$ cat config.mk
export PLATFORM = sky130hd
export DESIGN_NAME = camera_digital_io_strobe
export DESIGN_NICKNAME = d
export VERILOG_FILES = /design/src/rtl/cam_io_pkg.sv /design/src/rtl/camera_digital_io_strobe.sv /design/src/rtl/us_tick_gen.sv /design/src/rtl/strobe_gen.sv
export SDC_FILE = /design/constraint.sdc
export NUM_CORES = 1
export LEC_CHECK = 0
export ABC_AREA = 1
export BUFFER_PORTS_ARGS = -buffer_cell sky130_fd_sc_hd__buf_2
export CAP_MARGIN = 20
export CORE_MARGIN = 2
export CORE_UTILIZATION = 50
export CTS_BUF_LIST = sky130_fd_sc_hd__clkbuf_4
export DETAILED_ROUTE_END_ITERATION = 8
export GPL_TIMING_DRIVEN = 0
export PLACE_DENSITY = 0.87
export SETUP_SLACK_MARGIN = 0.1
export SYNTH_ARGS = -nofsm -noshare
export SYNTH_HDL_FRONTEND = slang
export SYNTH_SLANG_ARGS = --single-unit
export TNS_END_PERCENT = 10
$ cat constraint.sdc
create_clock -name pclk -period 1.68 [get_ports pclk]
set_input_delay 0 -clock pclk [delete_from_list [all_inputs] [get_ports pclk]]
set_output_delay 0 -clock pclk [all_outputs]
set_load 0.01 [all_outputs]
$ cat src/rtl/cam_io_pkg.sv
// package: register map, field layout, reset values and timing for the camera digital io block
package cam_io_pkg;

    // ************************************************************
    // bus and register map
    // ************************************************************
    localparam int ADDR_W = 12;
    localparam logic [ADDR_W-1:0] CTRL_OFFSET     = 12'h000;
    localparam logic [ADDR_W-1:0] STATUS_OFFSET   = 12'h004;
    localparam logic [ADDR_W-1:0] DELAY_OFFSET    = 12'h008;
    localparam logic [ADDR_W-1:0] DURATION_OFFSET = 12'h00c;

    // ************************************************************
    // control field positions
    // ************************************************************
    localparam int CTRL_IN_INV_BIT   = 0;
    localparam int CTRL_OUT_INV_BIT  = 1;
    localparam int CTRL_USER_LVL_BIT = 2;
    localparam int CTRL_BOOT_DONE_BIT = 3;
    localparam int CTRL_SRC_LSB      = 4;
    localparam int CTRL_SRC_MSB      = 5;

    // ************************************************************
    // status field positions
    // ************************************************************
    localparam int STAT_IN_BIT     = 0;
    localparam int STAT_OUT_BIT    = 1;
    localparam int STAT_STROBE_BIT = 2;

    // ************************************************************
    // reset values and timing
    // ************************************************************
    localparam int TIME_W = 16;
    localparam logic [TIME_W-1:0] DELAY_RESET    = 16'h0000;
    localparam logic [TIME_W-1:0] DURATION_RESET = 16'h0001;
    localparam int CLK_MHZ = 200;
    localparam int TICK_US = 1;
    localparam int TICK_CYCLES = CLK_MHZ * TICK_US;

    // ************************************************************
    // types
    // ************************************************************
    typedef enum logic [1:0] {
        SRC_USER,
        SRC_ANNOUNCE,
        SRC_STROBE,
        SRC_SPARE
    } out_src_e;

    localparam out_src_e SRC_RESET = SRC_USER;

    typedef struct packed {
        out_src_e          src;
        logic              boot_done;
        logic              user_level;
        logic              out_invert;
        logic              in_invert;
    } io_ctrl_s;

    typedef struct packed {
        logic [TIME_W-1:0] delay_us;
        logic [TIME_W-1:0] duration_us;
    } strobe_cfg_s;

endpackage : cam_io_pkg

$ cat src/rtl/camera_digital_io_strobe.sv
// camera digital input/output pin logic with apb registers and capture strobe
// How it works
// - an input polarity bit either passes the synchronised input as is or inverts it.
// - the status register shows the polarity-adjusted input level.
// - a two-bit source field picks user level, filter announce or strobe for output 0.
// - under the user source the output follows the software level bit, which is otherwise ignored.
// - under the announce source the output follows the infrared-cut filter position.
// - under the strobe source one pulse is emitted per capture start seen while idle; starts during a delay or pulse are dropped.
// - the pulse starts a programmable number of microseconds after capture start.
// - the pulse lasts a programmable number of microseconds, then the output is inactive.
// - an output polarity bit inverts the driven pin level.
// - until the boot-done bit is set the pin uses normal polarity.
// - the status register shows whether the output is active, whatever the source.
//
// The implementer's own choices: the placing of the registers and the APB slave port.
`timescale 1ns/1ps
`default_nettype none
module camera_digital_io_strobe (
    // apb clock and reset
    input  wire logic                          pclk,
    input  wire logic                          presetn,
    // apb slave
    input  wire logic                          psel,
    input  wire logic                          penable,
    input  wire logic                          pwrite,
    input  wire logic [cam_io_pkg::ADDR_W-1:0] paddr,
    input  wire logic [31:0]                   pwdata,
    input  wire logic [3:0]                    pstrb,
    output logic      [31:0]                   prdata,
    output logic                               pready,
    output logic                               pslverr,
    // camera internals
    input  wire logic                          capture_start,
    input  wire logic                          filter_position_announce,
    // pins
    input  wire logic                          din_pin,
    output logic                               dout_pin
);
    import cam_io_pkg::*;

    // ************************************************************
    // registers
    // ************************************************************
    io_ctrl_s    ctrl_reg;
    strobe_cfg_s cfg_reg;
    logic        din_meta_reg;
    logic        din_sync_reg;
    logic        in_active_reg;
    logic        out_active_reg;
    logic        tick;
    logic        strobe_pulse;
    logic        strobe_busy;
    logic        out_active_next;

    function automatic logic addr_hit(input logic [ADDR_W-1:0] a, input logic [ADDR_W-1:0] off);
        return a == off;
    endfunction : addr_hit

    wire logic access  = psel && penable;
    // writes land only at the edge that answers the transfer
    wire logic wr_en   = access && pwrite && pready;
    wire logic mapped  = addr_hit(paddr, CTRL_OFFSET) || addr_hit(paddr, STATUS_OFFSET) ||
                         addr_hit(paddr, DELAY_OFFSET) || addr_hit(paddr, DURATION_OFFSET);

    // ************************************************************
    // input path
    // ************************************************************
    always_ff @(posedge pclk or negedge presetn) begin
        if (!presetn) begin
            din_meta_reg <= 1'b0;
            din_sync_reg <= 1'b0;
        end else begin
            din_meta_reg <= din_pin;
            din_sync_reg <= din_meta_reg;
        end
    end

    always_ff @(posedge pclk or negedge presetn) begin
        if (!presetn) begin
            in_active_reg <= 1'b0;
        end else begin
            in_active_reg <= din_sync_reg ^ ctrl_reg.in_invert;
        end
    end

    // ************************************************************
    // register writes
    // ************************************************************
    always_ff @(posedge pclk or negedge presetn) begin
        if (!presetn) begin
            ctrl_reg <= '{src: SRC_RESET, boot_done: 1'b0, user_level: 1'b0,
                          out_invert: 1'b0, in_invert: 1'b0};
        end else if (wr_en && addr_hit(paddr, CTRL_OFFSET) && pstrb[0]) begin
            ctrl_reg.in_invert  <= pwdata[CTRL_IN_INV_BIT];
            ctrl_reg.out_invert <= pwdata[CTRL_OUT_INV_BIT];
            ctrl_reg.user_level <= pwdata[CTRL_USER_LVL_BIT];
            ctrl_reg.boot_done  <= pwdata[CTRL_BOOT_DONE_BIT];
            ctrl_reg.src        <= out_src_e'(pwdata[CTRL_SRC_MSB:CTRL_SRC_LSB]);
        end
    end

    always_ff @(posedge pclk or negedge presetn) begin
        if (!presetn) begin
            cfg_reg <= '{delay_us: DELAY_RESET, duration_us: DURATION_RESET};
        end else if (wr_en) begin
            for (int b = 0; b < 2; b++) begin
                if (pstrb[b] && addr_hit(paddr, DELAY_OFFSET)) begin
                    cfg_reg.delay_us[b*8 +: 8] <= pwdata[b*8 +: 8];
                end
                if (pstrb[b] && addr_hit(paddr, DURATION_OFFSET)) begin
                    cfg_reg.duration_us[b*8 +: 8] <= pwdata[b*8 +: 8];
                end
            end
        end
    end

    // ************************************************************
    // read path and answer
    // ************************************************************
    always_ff @(posedge pclk or negedge presetn) begin
        if (!presetn) begin
            prdata  <= '0;
            pready  <= 1'b0;
            pslverr <= 1'b0;
        end else begin
            // one wait state: answer is registered so outputs stay flop-driven
            pready  <= access && !pready;
            pslverr <= access && !pready && !mapped;
            prdata  <= '0;
            if (access && !pready && !pwrite) begin
                case (paddr)
                    CTRL_OFFSET: begin
                        prdata[CTRL_IN_INV_BIT]              <= ctrl_reg.in_invert;
                        prdata[CTRL_OUT_INV_BIT]             <= ctrl_reg.out_invert;
                        prdata[CTRL_USER_LVL_BIT]            <= ctrl_reg.user_level;
                        prdata[CTRL_BOOT_DONE_BIT]           <= ctrl_reg.boot_done;
                        prdata[CTRL_SRC_MSB:CTRL_SRC_LSB]    <= ctrl_reg.src;
                    end
                    STATUS_OFFSET: begin
                        prdata[STAT_IN_BIT]     <= in_active_reg;
                        prdata[STAT_OUT_BIT]    <= out_active_reg;
                        prdata[STAT_STROBE_BIT] <= strobe_busy;
                    end
                    DELAY_OFFSET:    prdata[TIME_W-1:0] <= cfg_reg.delay_us;
                    DURATION_OFFSET: prdata[TIME_W-1:0] <= cfg_reg.duration_us;
                    default:         prdata <= '0;
                endcase
            end
        end
    end

    // ************************************************************
    // strobe timing
    // ************************************************************
    us_tick_gen #(
        .CYCLES (TICK_CYCLES)
    ) u_tick (
        .pclk    (pclk),
        .presetn (presetn),
        .tick    (tick)
    );

    strobe_gen u_strobe (
        .pclk          (pclk),
        .presetn       (presetn),
        .enable        (ctrl_reg.src == SRC_STROBE),
        .tick          (tick),
        .capture_start (capture_start),
        .cfg           (cfg_reg),
        .pulse         (strobe_pulse),
        .busy          (strobe_busy)
    );

    // ************************************************************
    // output path
    // ************************************************************
    always_comb begin
        case (ctrl_reg.src)
            SRC_USER:     out_active_next = ctrl_reg.user_level;
            SRC_ANNOUNCE: out_active_next = filter_position_announce;
            SRC_STROBE:   out_active_next = strobe_pulse;
            default:      out_active_next = 1'b0;
        endcase
    end

    always_ff @(posedge pclk or negedge presetn) begin
        if (!presetn) begin
            out_active_reg <= 1'b0;
            dout_pin       <= 1'b0;
        end else begin
            out_active_reg <= out_active_next;
            // inversion held off until software marks boot complete
            dout_pin <= out_active_next ^ (ctrl_reg.out_invert && ctrl_reg.boot_done);
        end
    end
endmodule : camera_digital_io_strobe
`default_nettype wire

$ cat src/rtl/us_tick_gen.sv
// microsecond tick generator derived from the system clock
`timescale 1ns/1ps
`default_nettype none
module us_tick_gen #(
    parameter int CYCLES = cam_io_pkg::TICK_CYCLES
) (
    // clock and reset
    input  wire logic pclk,
    input  wire logic presetn,
    // tick out
    output logic      tick
);
    import cam_io_pkg::*;

    localparam int CW = $clog2(CYCLES + 1);
    localparam logic [CW-1:0] LAST = CW'(CYCLES - 1);

    logic [CW-1:0] cnt_reg;

    always_ff @(posedge pclk or negedge presetn) begin
        if (!presetn) begin
            cnt_reg <= '0;
            tick    <= 1'b0;
        end else begin
            tick <= (cnt_reg == LAST);
            if (cnt_reg == LAST) begin
                cnt_reg <= '0;
            end else begin
                cnt_reg <= cnt_reg + CW'(1);
            end
        end
    end

endmodule : us_tick_gen
`default_nettype wire

$ cat src/rtl/strobe_gen.sv
// capture-synchronised strobe pulse: delay then width, both counted in microsecond ticks
`timescale 1ns/1ps
`default_nettype none
module strobe_gen (
    // clock and reset
    input  wire logic                     pclk,
    input  wire logic                     presetn,
    // control
    input  wire logic                     enable,
    input  wire logic                     tick,
    input  wire logic                     capture_start,
    input  wire cam_io_pkg::strobe_cfg_s  cfg,
    // outputs
    output logic                          pulse,
    output logic                          busy
);
    import cam_io_pkg::*;

    typedef enum logic [1:0] {ST_IDLE, ST_DELAY, ST_PULSE} strobe_state_e;

    strobe_state_e     state_reg;
    logic [TIME_W-1:0] cnt_reg;

    always_ff @(posedge pclk or negedge presetn) begin
        if (!presetn) begin
            state_reg <= ST_IDLE;
            cnt_reg   <= '0;
        end else if (!enable) begin
            state_reg <= ST_IDLE;
            cnt_reg   <= '0;
        end else begin
            case (state_reg)
                ST_IDLE: begin
                    if (capture_start) begin
                        cnt_reg <= cfg.delay_us;
                        // zero delay goes straight to the pulse
                        state_reg <= (cfg.delay_us == '0) ? ST_PULSE : ST_DELAY;
                        if (cfg.delay_us == '0) begin
                            cnt_reg <= cfg.duration_us;
                        end
                    end
                end
                ST_DELAY: begin
                    if (tick) begin
                        if (cnt_reg <= TIME_W'(1)) begin
                            state_reg <= ST_PULSE;
                            cnt_reg   <= cfg.duration_us;
                        end else begin
                            cnt_reg <= cnt_reg - TIME_W'(1);
                        end
                    end
                end
                ST_PULSE: begin
                    if (cnt_reg == '0 || (tick && cnt_reg == TIME_W'(1))) begin
                        state_reg <= ST_IDLE;
                    end else if (tick) begin
                        cnt_reg <= cnt_reg - TIME_W'(1);
                    end
                end
                default: state_reg <= ST_IDLE;
            endcase
        end
    end

    // capture starts seen outside idle are dropped
    assign busy  = (state_reg != ST_IDLE);
    assign pulse = (state_reg == ST_PULSE);

endmodule : strobe_gen
`default_nettype wire

======== After elaboration in Yosys (flattened, before gate mapping) ========
Cells that the tools add are included.
cells by class
  add/subtract/negate cells ............... 2
  multiply operators ...................... 0
  div/mod/pow operators ................... 0
  $lt $le $gt $ge ......................... 1
  equal/unequal tests ..................... 16
  shift operators ......................... 0
  mux-type cells .......................... 21
  bitwise logic cells ..................... 2
  reduce and logical (&&, ||, !) cells .... 33
operators with widths
  kind                                                   number
  two-way mux 16 bit                                     8
  case mux 16 bit (3 select lines)                       1
  logical NOT 16 bit                                     2
  == test 12 x 4 -> 1 bit (second input constant)        2
  case mux 10 bit (2 select lines)                       1
  inequality test 3 bit (second input constant)          6
  == test 16 x 1 -> 1 bit (second input constant)        1
  <= comparator 16 x 1 -> 1 bit (second input constant)  1
  subtractor 16 x 1 -> 16 bit (second input constant)    1
  logical AND 1 bit                                      14
  == test 12 x 3 -> 1 bit (second input constant)        1
  logical NOT 12 bit                                     1
  two-way mux 2 bit                                      6
  case mux 3 bit (4 select lines)                        1
  case mux 3 bit (3 select lines)                        1
  adder 8 x 1 -> 8 bit (second input constant)           1
  == test 8 bit (second input constant)                  1
  two-way mux 8 bit                                      1
  AND reduction 2 bit                                    4
  case mux 2 bit (3 select lines)                        1
  AND reduction 5 bit                                    1
  == test 2 x 1 -> 1 bit (second input constant)         2
  == test 2 bit (second input constant)                  2
  logical NOT 2 bit                                      2
  other kinds (7)                                        13
word-level totals
  register bits ........................... 88
  latch bits .............................. 0
  RAM bits ................................ 0
  bits in read-only memories .............. 0
  bits of input ports ..................... 56
  output and inout port bits .............. 35
  word-level logic and storage cells ...... 96
  memories ................................ 0

======== Logic depth before layout (Yosys ltp) ========
Gate-level depths: netlist of the first run.
  depth in word-level cells ............... 6
  mapped depth ............................ 14
  gate-level depth less buffers ........... 13

======== By module ========
From an unflattened synthesis of the first run, not the netlist that was laid out.
second synthesis, totals
  cells, all modules ...................... 709
  area total of the unflattened synthesis .. 5,475.3 um^2
by module, submodules not included
  module                    times used  cells each  area each (um^2)  seq. area each (um^2)
  camera_digital_io_strobe  1           298         2,930.3           1,527.7
  strobe_gen                1           362         2,138.3           450.4
  us_tick_gen               1           49          406.6             225.2

======== Worst setup path after synthesis of the first run ========
No wires, ideal clock.
  path kind ............................... register -> register
  start ................................... reg u_strobe.cnt_reg[0]
  end ..................................... reg u_strobe.cnt_reg[7]
  setup time .............................. 0.116 ns
  data arrival time ....................... 1.535 ns
  required time ........................... 1.564 ns
  path slack .............................. 0.029 ns
  cell stages (with the launch flop) ...... 15
  buffers on the path ..................... 1
  clock period less this slack ............ 1.651 ns
  cells stage by stage .................... dfrtp_1 > inv_1 > ha_1 > inv_1 > nand2_1 > nand2_1 > nor2_1 > nand2_2 > nand2_1 > nand2_2 > buf_6 > nand2_1 > nand3_1 > nand2_1 > nand2_1
on the way
  word-level cells in the longest chain between the ends .. 5
  elaborated cells between the ends (all ways) .. 14
  classes of those cells .................. 1 x add/sub; 1 x order compare; 2 x eq/ne; 6 x mux; 4 x reduce/logical
RTL lines
  what                                                                       RTL line                            RTL
  start: declaration                                                         strobe_gen.sv:22                    logic [TIME_W-1:0] cnt_reg;
  start signal: assignment                                                   strobe_gen.sv:35                    cnt_reg <= cfg.delay_us;
  start signal: assignment                                                   strobe_gen.sv:39                    cnt_reg <= cfg.duration_us;
  start signal: assignment                                                   strobe_gen.sv:47                    cnt_reg <= cfg.duration_us;
  subtractor 16 x 1 -> 16 bit, or another cell as far along                  strobe_gen.sv:49, strobe_gen.sv:57
  two-way mux 16 bit, or another cell as far along                           strobe_gen.sv:56                    end else if (tick) begin
  two-way mux 16 bit, or another cell as far along                           strobe_gen.sv:54                    if (cnt_reg == '0 || (tick && cnt_reg == TIME_W'(1))) begin
  case mux 16 bit (3 select lines) or inequality test 3 bit (tied branches)  --
  two-way mux 16 bit or AND reduction 5 bit (tied branches)                  --
Parallel ways exist; a longest one is shown, timed or not. The select of a mux whose other input is x is not followed.
A chain may end at the register's enable or synchronous reset.

======== Worst setup path after layout of the first run ========
  start ................................... reg u_strobe.cnt_reg[0]
  end ..................................... reg u_strobe.cnt_reg[5]
The elaborated chain is that of the path after synthesis.

==> run metrics, run 1 <==
number of remaining DRC errors 0; final worst hold slack 0.0241 ns; Crit Path Max Fanout 5; die area 0.0108 mm2; asr flop ratio synth 100%; max reg flops 32; fmax 0.535 GHz; DR pass1 iterations 9; core region area 0.00977 mm2; # nets final between 800 and 900; Root Driver clkbuf_4; HPWL Detailed approximately 8.7 mm; Via-to-Cell Ratio between 5 and 6; die width 104 um; Post-synth top cells 201 x nand2_1, 95 x inv_1, 87 x dfrtp_1; Max Root-Sink Buffers 2; Worst EP required 2.04 ns; clock sinks 88; Main synth FF type dfrtp_1; Worst Skew approximately 0.020 ns; Worst Reg2Reg Path Length in Cells 14; power density cells 566 mW/mm2; Arr. time, crit path 2.23 ns; post-route ant nets 0; clock buffer count from CTS 9; post-route setup slack -0.190 ns; CP startpoint kind flip-flop; Yosys warning total 0; crit path capture type flip-flop; CTS tree yes; cell taking the most area after synthesis dfrtp_1; drt wl/cell 14.6 um; initial antenna violation count 1; synthesized area per cell 7.35 um2; outcome finished with violations; Worst-path clk slew roughly 0.15 ns; Tmin final 1.87 ns; Layout area overhead 26.5%; VDD IR max 0.558 mV; starting density of the core 51.3%; 1st-iter DRT viols 457; Setup CP Type flip-flop to flip-flop; Critical path origin u_strobe.cnt_reg[0]$_DFFE_PN0P_; Slew Limit Fails 0; Final Hold Viols 0; Hold Path Class primary input to asynchronous set/reset pin; most common cell in the synthesized netlist nand2_1; Worst-Skew Late Latency 0.46 ns; routed vias 4983; Synth area leaders dfrtp_1 43%, nand2_1 15%, nand3_1 7.6%, inv_1 7.1%, nor2_1 4.5%; final setup fails 19; GR Overflow Total 0; #FFs+latches synth a little under 90; Yosys top cell area share 43.4%; max capacitance violation total 0; largest net degree at the start of global routing 55; total power between 3 and 4 mW; Syn Inst Count just under 700; Seq/Total Area, Yosys 43.9%; height of the die 104 um; FF-to-FF Start u_strobe.cnt_reg[0]$_DFFE_PN0P_; GRT Total Usage 25.2%; EDFF count, synth 0; number of global-route vias before repair 4659; first-pass GRT wire length 22.1 mm; Final Wtd Congestion approximately 0.91; Slew @ Worst Pin 0.536 ns; failing checks setup timing; r2r setup slk -0.19 ns; RSZ-0062 raised after global routing yes; Slew HR around 64%; LEAKAGE 3.28 nW; Tcrit/Tclk final 111%; Port Buffer Count 56; io pins 91; layout cells sized above 1 23.4%; post-synth cell types 35; # H-tree levels 3; pre-CTS setup slack -0.159 ns; Post-Syn Area 0.00501 mm2; FF-to-FF End u_strobe.cnt_reg[5]$_DFFE_PN0P_; Routed WL ~14 mm; number of cell rows 36
-- logic make-up after synthesis --
group           share of synthesized area [%]
fa+ha+maj                                1.50
buf+inv                                  12.3
simple gates                             33.9
xor+xnor                                 2.10
other cells                            0.0748
flops                                    43.9
compound gates                           6.16
-- critical path: stages, from the launching register on --
cell	delay, ns
dfrtp_2	0.48
inv_2	0.10
ha_4	0.15
inv_4	0.04
nand2_2	0.06
nand2_2	0.06
nor2_4	0.14
nand2_4	0.10
nand2_2	0.10
nand2_4	0.08
buf_6	0.14
nand2_1	0.09
nand3_2	0.09
nand2_2	0.08
nand2_1	0.06
-- worst max-delay path by stage --
stage,end,slack [ns]
2_1_floorplan,u_strobe.cnt_reg[8]$_DFFE_PN0P_,0.1
3_3_place_gp,prdata[0]$_DFF_PN0_,-0.16
3_5_place_dp,u_strobe.cnt_reg[3]$_DFFE_PN0P_,-0.16
4_1_cts,u_strobe.cnt_reg[10]$_DFFE_PN0P_,-0.04
5_1_grt,u_strobe.cnt_reg[14]$_DFFE_PN0P_,-0.26
6_report,u_strobe.cnt_reg[5]$_DFFE_PN0P_,-0.19
-- metrics by stage --
| stage | instances | area (um2) | util (%) | setup TNS (ns) |
|---|---|---|---|---|
| detailed placement | 887 | 5560 | 56.9 | -2.95 |
| finish | 947 | 6340 | 64.9 | -2.26 |
| global placement | 886 | 5530 | 56.6 | -15.59 |
| floorplan | 697 | 5090 | - | 0 |
| global route | 947 | 6340 | 64.9 | -4.46 |
| CTS | 942 | 6200 | 63.4 | -0.274 |
-- layout by cell type (no fill, tap or decap), types with 2 or more instances in the layout --
cell,Yosys,layout
a21oi_1,19,19
o21ai_0,21,12
nand4_1,8,8
xnor2_1,5,5
nand3_4,0,4
ha_2,0,2
inv_2,2,7
buf_6,5,11
ha_4,0,2
buf_4,20,37
ha_1,6,2
xor2_1,7,6
dlygate4sd3_1,0,24
conb_1,1,16
o21ai_2,0,3
clkinv_2,1,2
clkinv_4,0,2
nor3_2,1,2
clkbuf_4,0,11
nand2_1,201,192
nand2_4,0,4
nor2_2,7,3
nor3_1,7,6
nand3_2,4,3
inv_1,95,89
nor2_1,60,55
o21ai_1,16,22
and3_1,2,2
buf_2,6,56
nand2_2,7,12
dfrtp_1,87,86
nand3_1,76,73
nor2_4,6,15
clkbuf_2,0,2
-- routing by layer --
layer	wire [um]	vias to the layer above	track usage [%]
met5	0	-	0
met4	346	0	9.36
met3	1000	41	4.26
met2	6900	270	42.4
met1	5620	2312	32.6
li1	-	2360	-
-- area by class of cell --
class | instances | area (um2)
Inverter | 98 | 372
Tap cell | 133 | 166
Timing Repair Buffer | 101 | 724
Clock buffer | 9 | 67.6
Buffer | 34 | 274
Clock inverter | 6 | 68.8
Fill cell | 752 | 3430
Antenna cell | 1 | 2.50
Sequential cell | 88 | 2200
Multi-Input combinational cell | 477 | 2460
-- repair_timing --
item | in CTS | in global routing
pin swaps | 16 | 17
hold buffers | 24 | 0
buffers inserted | 14 | 4
endpoints found under the setup margin | 38 | 43
gates cloned | 2 | 0
endpoints found under the hold margin | 134 | 0
resized for setup | 41 | 33
-- where the power goes --
group	switching [mW]	internal, mW
sequential	0.00322	2.12
clock	0.771	0.453
combinational	0.128	0.112
total	0.903	2.69
(Power assumes the default switching activity.)
==> inputs of run 2 (changes only) <==
--- a/config.mk
+++ b/config.mk
@@ -14,7 +14,7 @@
 export DETAILED_ROUTE_END_ITERATION = 8
 export GPL_TIMING_DRIVEN = 0
 export PLACE_DENSITY = 0.87
-export SETUP_SLACK_MARGIN = 0.1
+export SETUP_SLACK_MARGIN = 0.5
 export SYNTH_ARGS = -nofsm -noshare
 export SYNTH_HDL_FRONTEND = slang
 export SYNTH_SLANG_ARGS = --single-unit
==> run metrics, run 2 (synthesis gave the netlist of run 1 again) <==
VDD IR max 0.561 mV (was 0.558 mV); post-route ant nets 0 (unchanged); Antenna Cells 0 (was 1); final setup fails 28 (was 19); initial antenna violation count 0 (was 1); number of cell rows 36 (unchanged); most frequent cells in the layout 184 x nand2_1, 87 x inv_1, 87 x dfrtp_1 (was 192 x nand2_1, 89 x inv_1, 86 x dfrtp_1); # nets final 869 (was 871); layout cells sized above 1 27.1% (was 23.4%); Worst Skew 0.0275 ns (was 0.0197 ns); Hold Path Class primary input to flip-flop (was primary input to asynchronous set/reset pin); Via-to-Cell Ratio 5.47 (was 5.26); Post-Route Setup TNS -3.56 ns (was -2.26 ns); worst-path cell chain inv_2, ha_1, inv_1, nand2_1, nand2_1, nor2_2, nand2_2, nand2_2, nand2_4, buf_4, o21ai_0, nand2_1, nand2_1, nand2_1 (was inv_2, ha_4, inv_4, nand2_2, nand2_2, nor2_4, nand2_4, nand2_2, nand2_4, buf_6, nand2_1, nand3_2, nand2_2, nand2_1); WP buf/inv 3 (unchanged); drt wl/cell 15.3 um (was 14.6 um); CP startpoint kind flip-flop (unchanged); 1st-iter DRT viols 520 (was 457); CP top delay family simple AND/OR/NAND/NOR gates (unchanged); most common cell after layout, fill and taps aside nand2_1 (unchanged); Core Util, Final 65.8% (was 64.9%); Layout area overhead 28.3% (was 26.5%); largest net degree at the start of global routing 47 (was 55); core region area 0.00977 mm2 (unchanged); filler instances 695 (was 752); power density cells 551 mW/mm2 (was 566 mW/mm2); number of global-route vias before repair 4887 (was 4659); Routed WL 14.4 mm (was 13.9 mm); CP max-delay cell dfrtp_1 (was dfrtp_2); crit path capture type flip-flop (unchanged); max capacitance violation total 0 (unchanged); Hold Buf Count CTS 22 (was 24); Arr. time, crit path 2.28 ns (was 2.23 ns); final worst hold slack -0.00508 ns (was 0.0241 ns); Port Buffer Count 56 (unchanged); CTS tree yes (unchanged); max reg flops 32 (unchanged); failing checks hold timing, setup timing (was setup timing); Final Wtd Congestion 0.928 (was 0.910); clock buffer count from CTS 9 (unchanged); outcome finished with violations (unchanged); Root Driver clkbuf_4 (unchanged); routed vias 5167 (was 4983); Max Root-Sink Buffers 2 (unchanged); post-route setup slack -0.225 ns (was -0.190 ns); total power 3.55 mW (was 3.59 mW); first-pass GRT wire length 22.9 mm (was 22.1 mm); clock sinks 88 (unchanged); Crit Path Max Fanout 5 (unchanged); Slew HR 58.1% (was 64.3%); Slew @ Worst Pin 0.622 ns (was 0.536 ns); io pins 91 (unchanged); GR Overflow Total 0 (unchanged); Final Hold Viols 3 (was 0); height of the die 104 um (unchanged); die area 0.0108 mm2 (unchanged); Worst-Skew Late Latency 0.47 ns (was 0.46 ns); CP max stage delay 0.44 ns (was 0.48 ns); Slew Limit Fails 0 (unchanged); Setup CP Type flip-flop to flip-flop (unchanged); number of remaining DRC errors 0 (unchanged); Worst-path clk slew 0.14 ns (was 0.15 ns); fmax 0.525 GHz (was 0.535 GHz); Tcrit/Tclk final 113% (was 111%); # H-tree levels 3 (unchanged); starting density of the core 51.3% (unchanged); most used cell, CP nand2_1 (was nand2_2); Worst EP required 2.05 ns (was 2.04 ns); GRT Total Usage 26.0% (was 25.2%); die width 104 um (unchanged); DR pass1 iterations 8 (was 9); LEAKAGE 3.31 nW (was 3.28 nW); RSZ-0062 raised after global routing yes (unchanged); HPWL Detailed 8.79 mm (was 8.71 mm); Tmin final 1.91 ns (was 1.87 ns)
[run 2: where the power goes]
part	leakage (nW)	switching, mW	internal (mW)	total, mW
sequential	1.11	0.00334	2.12	2.13
combinational	2.13	0.137	0.109	0.246
clock	0.0650	0.724	0.449	1.17
total	3.31	0.864	2.68	3.55
[run 2: final cells by class]
class / count / area (um2) / area share (%)
buffer: 34 / 298 / 4.63
sequential: 88 / 2200 / 34.2
timing repair buffer: 99 / 701 / 10.9
tap: 133 / 166 / 2.59
multi-input combinational: 477 / 2570 / 40.0
clock buffer: 10 / 75.1 / 1.17
inverter: 98 / 369 / 5.74
clock inverter: 5 / 48.8 / 0.758
[run 2: final timing paths]
path	start	end	slack [ns]	cells past startpoint
worst max-delay path	u_strobe.cnt_reg[1]$_DFFE_PN0P_	u_strobe.cnt_reg[2]$_DFFE_PN0P_	-0.23	14
worst min-delay path	pstrb[1]	cfg_reg[11]$_DFFE_PN0P_	-0.005	5
worst max register to register	u_strobe.cnt_reg[1]$_DFFE_PN0P_	u_strobe.cnt_reg[2]$_DFFE_PN0P_	-0.23	14
worst min register to register	din_meta_reg$_DFF_PN0_	din_sync_reg$_DFF_PN0_	0.36	0
max in group asynchronous	presetn	cfg_reg[0]$_DFFE_PN1P_	0.95	3
min in group asynchronous	presetn	u_strobe.cnt_reg[0]$_DFFE_PN0P_	0.07	2
[run 2: repair_timing]
item / in CTS / in global routing
buffers inserted: 8 / 9
gates cloned: 2 / 1
endpoints found under the hold margin: 129 / 2
gates resized for setup: 72 / 42
endpoints found under the setup margin: 78 / 81
pin swaps: 32 / 32
[run 2: per-layer routing]
metal	GRT usage, %	routed length [um]	vias to the layer above
met4	10.4	546	0
li1	-	-	2344
met1	31.8	5320	2416
met3	5.95	1410	70
met2	44.3	7170	337
met5	0	0	-
[run 2: per-stage QoR]
step           instances  cell area [um2]  worst slack, ns
5_1_grt              944             6430           -0.297
3_3_place_gp         886             5540           -0.154
4_1_cts              934             6220          -0.0560
2_1_floorplan        697             5090            0.120
3_5_place_dp         887             5570           -0.141
6_report             944             6430           -0.225
[run 2: worst min-delay path, stage by stage]
cell and delay, ns:
buf_2 0.10, inv_1 0.10, nor2_4 0.09, nand3_1 0.09, nand2_1 0.05
==> inputs of run 3 (changes only) <==
--- a/config.mk
+++ b/config.mk
@@ -14,7 +14,7 @@
 export DETAILED_ROUTE_END_ITERATION = 8
 export GPL_TIMING_DRIVEN = 0
 export PLACE_DENSITY = 0.87
-export SETUP_SLACK_MARGIN = 0.5
+export SETUP_SLACK_MARGIN = 0.05
 export SYNTH_ARGS = -nofsm -noshare
 export SYNTH_HDL_FRONTEND = slang
 export SYNTH_SLANG_ARGS = --single-unit
==> constraint.sdc (replaced) <==
create_clock -name pclk -period 1.6 [get_ports pclk]
set_input_delay 0 -clock pclk [delete_from_list [all_inputs] [get_ports pclk]]
set_output_delay 0 -clock pclk [all_outputs]
set_load 0.01 [all_outputs]
==> run metrics, run 3 (synthesis gave the netlist of run 1 again) <==
Final Hold Viols 0 (was 3); die width 104 um (unchanged); clock sinks 88 (unchanged); # H-tree levels 3 (unchanged); Hold Crit Endpoint prdata[2]$_DFF_PN0_ (was cfg_reg[11]$_DFFE_PN0P_); post-route ant nets 0 (unchanged); DR pass1 iterations 5 (was 8); # placed instances 887 (unchanged); post-route setup slack -0.192 ns (was -0.225 ns); max reg flops 32 (unchanged); CP startpoint kind flip-flop (unchanged); hold depth 6 (was 5); clock buffer count from CTS 9 (unchanged); Crit Path Max Fanout 6 (was 5); # nets final 868 (was 869); Tcrit/Tclk final 112% (was 113%); Arr. time, crit path 2.13 ns (was 2.28 ns); die area 0.0108 mm2 (unchanged); height of the die 104 um (unchanged); layout cells sized above 1 21.9% (was 27.1%); LEAKAGE 3.23 nW (was 3.31 nW); outcome finished with violations (unchanged); GRT Total Usage 25.5% (was 26.0%); Port Buffer Count 56 (unchanged); largest net degree at the start of global routing 47 (unchanged); 1st-iter DRT viols 366 (was 520); fmax 0.558 GHz (was 0.525 GHz); total power 3.68 mW (was 3.55 mW); max capacitance violation total 0 (unchanged); worst-path cell chain inv_2, ha_4, inv_2, nand2_1, nand2_1, nor2_2, nand2_2, nand2_2, nand2_4, nand3_4, buf_6, nor2_1, nand2_1, nand2_1 (was inv_2, ha_1, inv_1, nand2_1, nand2_1, nor2_2, nand2_2, nand2_2, nand2_4, buf_4, o21ai_0, nand2_1, nand2_1, nand2_1); Worst-path clk slew 0.14 ns (about the same); RSZ-0062 raised after global routing yes (unchanged); CTS tree yes (unchanged); number of remaining DRC errors 0 (unchanged); min-delay src pwrite (was pstrb[1]); CP max stage delay 0.43 ns (was 0.44 ns); VDD IR max 0.581 mV (was 0.561 mV); starting density of the core 51.3% (unchanged); power density cells 590 mW/mm2 (was 551 mW/mm2); Worst Reg2Reg Path Length in Cells 14 (unchanged); Tmin final 1.79 ns (was 1.91 ns); most used cell, CP nand2_1 (unchanged); Setup CP Type flip-flop to flip-flop (unchanged); most common cell after layout, fill and taps aside nand2_1 (unchanged); final setup fails 29 (was 28); WP buf/inv 3 (unchanged); first-pass GRT wire length 22.5 mm (was 22.9 mm); Slew HR 60.8% (was 58.1%); CP top delay family simple AND/OR/NAND/NOR gates (unchanged); failing checks setup timing (was hold timing, setup timing); Worst-Skew Late Latency 0.44 ns (was 0.47 ns); Hold Path Class primary input to flip-flop (unchanged); Routed WL 13.3 mm (was 14.4 mm); filler instances 745 (was 695); GR Overflow Total 0 (unchanged); Core Util, Final 63.8% (was 65.8%); Final Wtd Congestion 0.928 (unchanged); FF-to-FF Start u_strobe.cnt_reg[0]$_DFFE_PN0P_ (was u_strobe.cnt_reg[1]$_DFFE_PN0P_); Worst EP required 1.94 ns (was 2.05 ns); Worst Skew 0.0148 ns (was 0.0275 ns); drt wl/cell 14.1 um (was 15.3 um); Antenna Cells 0 (unchanged); CP max-delay cell dfrtp_1 (unchanged); Slew Limit Fails 0 (unchanged); io pins 91 (unchanged); r2r setup slk -0.19 ns (was -0.23 ns); initial antenna violation count 0 (unchanged); Max Root-Sink Buffers 2 (unchanged); routed vias 4956 (was 5167); Layout area overhead 24.4% (was 28.3%); Post-Route Setup TNS -3.13 ns (was -3.56 ns); Root Driver clkbuf_4 (unchanged); number of cell rows 36 (unchanged); most frequent cells in the layout 194 x nand2_1, 90 x inv_1, 87 x dfrtp_1 (was 184 x nand2_1, 87 x inv_1, 87 x dfrtp_1); Slew @ Worst Pin 0.588 ns (was 0.622 ns); FF-to-FF End u_strobe.cnt_reg[10]$_DFFE_PN0P_ (was u_strobe.cnt_reg[2]$_DFFE_PN0P_); HPWL Detailed 8.79 mm (unchanged); Final Instance Count excl. Fillers 943 (was 944); core region area 0.00977 mm2 (unchanged); Via-to-Cell Ratio 5.26 (was 5.47); number of global-route vias before repair 4761 (was 4887); crit path capture type flip-flop (unchanged)
[run 3: changes by cell type in the layout (fill, tap and decap cells not counted), sizes merged]
cell / change
dlygate4sd3: +1
buf: -2
[run 3: power breakdown]
group | switching (mW) | internal, mW | leakage (nW) | total (mW)
Combinational | 0.134 | 0.115 | 2.05 | 0.249
Sequential | 0.00308 | 2.23 | 1.11 | 2.23
Clock | 0.725 | 0.471 | 0.0650 | 1.20
Total | 0.861 | 2.82 | 3.23 | 3.68
[run 3: repair_timing]
action | CTS | global route
hold buffers | 23 | 0
setup endpoints to repair | 44 | 49
setup buffers | 8 | 8
resized for setup | 37 | 16
cloned | 2 | 0
hold endpoints to repair | 129 | 0
pin swaps | 6 | 10
[run 3: layout make-up]
type / instances / area [um2] / share of cell area, %
clock inverters: 5 / 48.8 / 0.782
clock buffers: 10 / 75.1 / 1.20
plain buffers: 34 / 268 / 4.29
well taps: 133 / 166 / 2.67
inverters: 98 / 369 / 5.92
multi-input cells: 477 / 2410 / 38.6
repair buffers: 98 / 699 / 11.2
flip-flops and latches: 88 / 2200 / 35.3
[run 3: tightest hold or removal path, stage by stage]
cell	delay, ns
buf_2	0.09
nor3_1	0.05
inv_1	0.09
a21oi_1	0.09
nand2_1	0.07
inv_1	0.03
[run 3: worst max path at each step]
stage | start | endpoint | slack (ns) | cells after the start
floorplan | u_strobe.cnt_reg[0]$_DFFE_PN0P_ | u_strobe.cnt_reg[7]$_DFFE_PN0P_ | 0.04 | 14
global placement | presetn | din_meta_reg$_DFF_PN0_ | -0.23 | 1
detailed placement | u_strobe.state_reg[0]$_DFFE_PN0P_ | u_strobe.cnt_reg[11]$_DFFE_PN0P_ | -0.22 | 12
CTS | u_strobe.cnt_reg[1]$_DFFE_PN0P_ | u_strobe.cnt_reg[3]$_DFFE_PN0P_ | -0.14 | 14
global route | u_strobe.cnt_reg[0]$_DFFE_PN0P_ | u_strobe.cnt_reg[7]$_DFFE_PN0P_ | -0.30 | 14
finish | u_strobe.cnt_reg[0]$_DFFE_PN0P_ | u_strobe.cnt_reg[10]$_DFFE_PN0P_ | -0.19 | 14
[run 3: through the flow]
stage | hold WS (ns) | worst slack, ns | area, um2
CTS | 0.00502 | -0.136 | 6120
finish | 0.0107 | -0.192 | 6240
detailed placement | 0.0375 | -0.221 | 5570
global route | 0.0454 | -0.300 | 6240
global placement | 0.108 | -0.234 | 5540
floorplan | -0.296 | 0.0402 | 5090
[run 3: metal layers]
layer	share of wire, %	up-vias	track usage, %
li1	-	2347	-
met1	39	2318	32.0
met2	49	248	42.8
met3	8.4	43	5.70
met4	3.1	0	10.1
met5	0	-	0
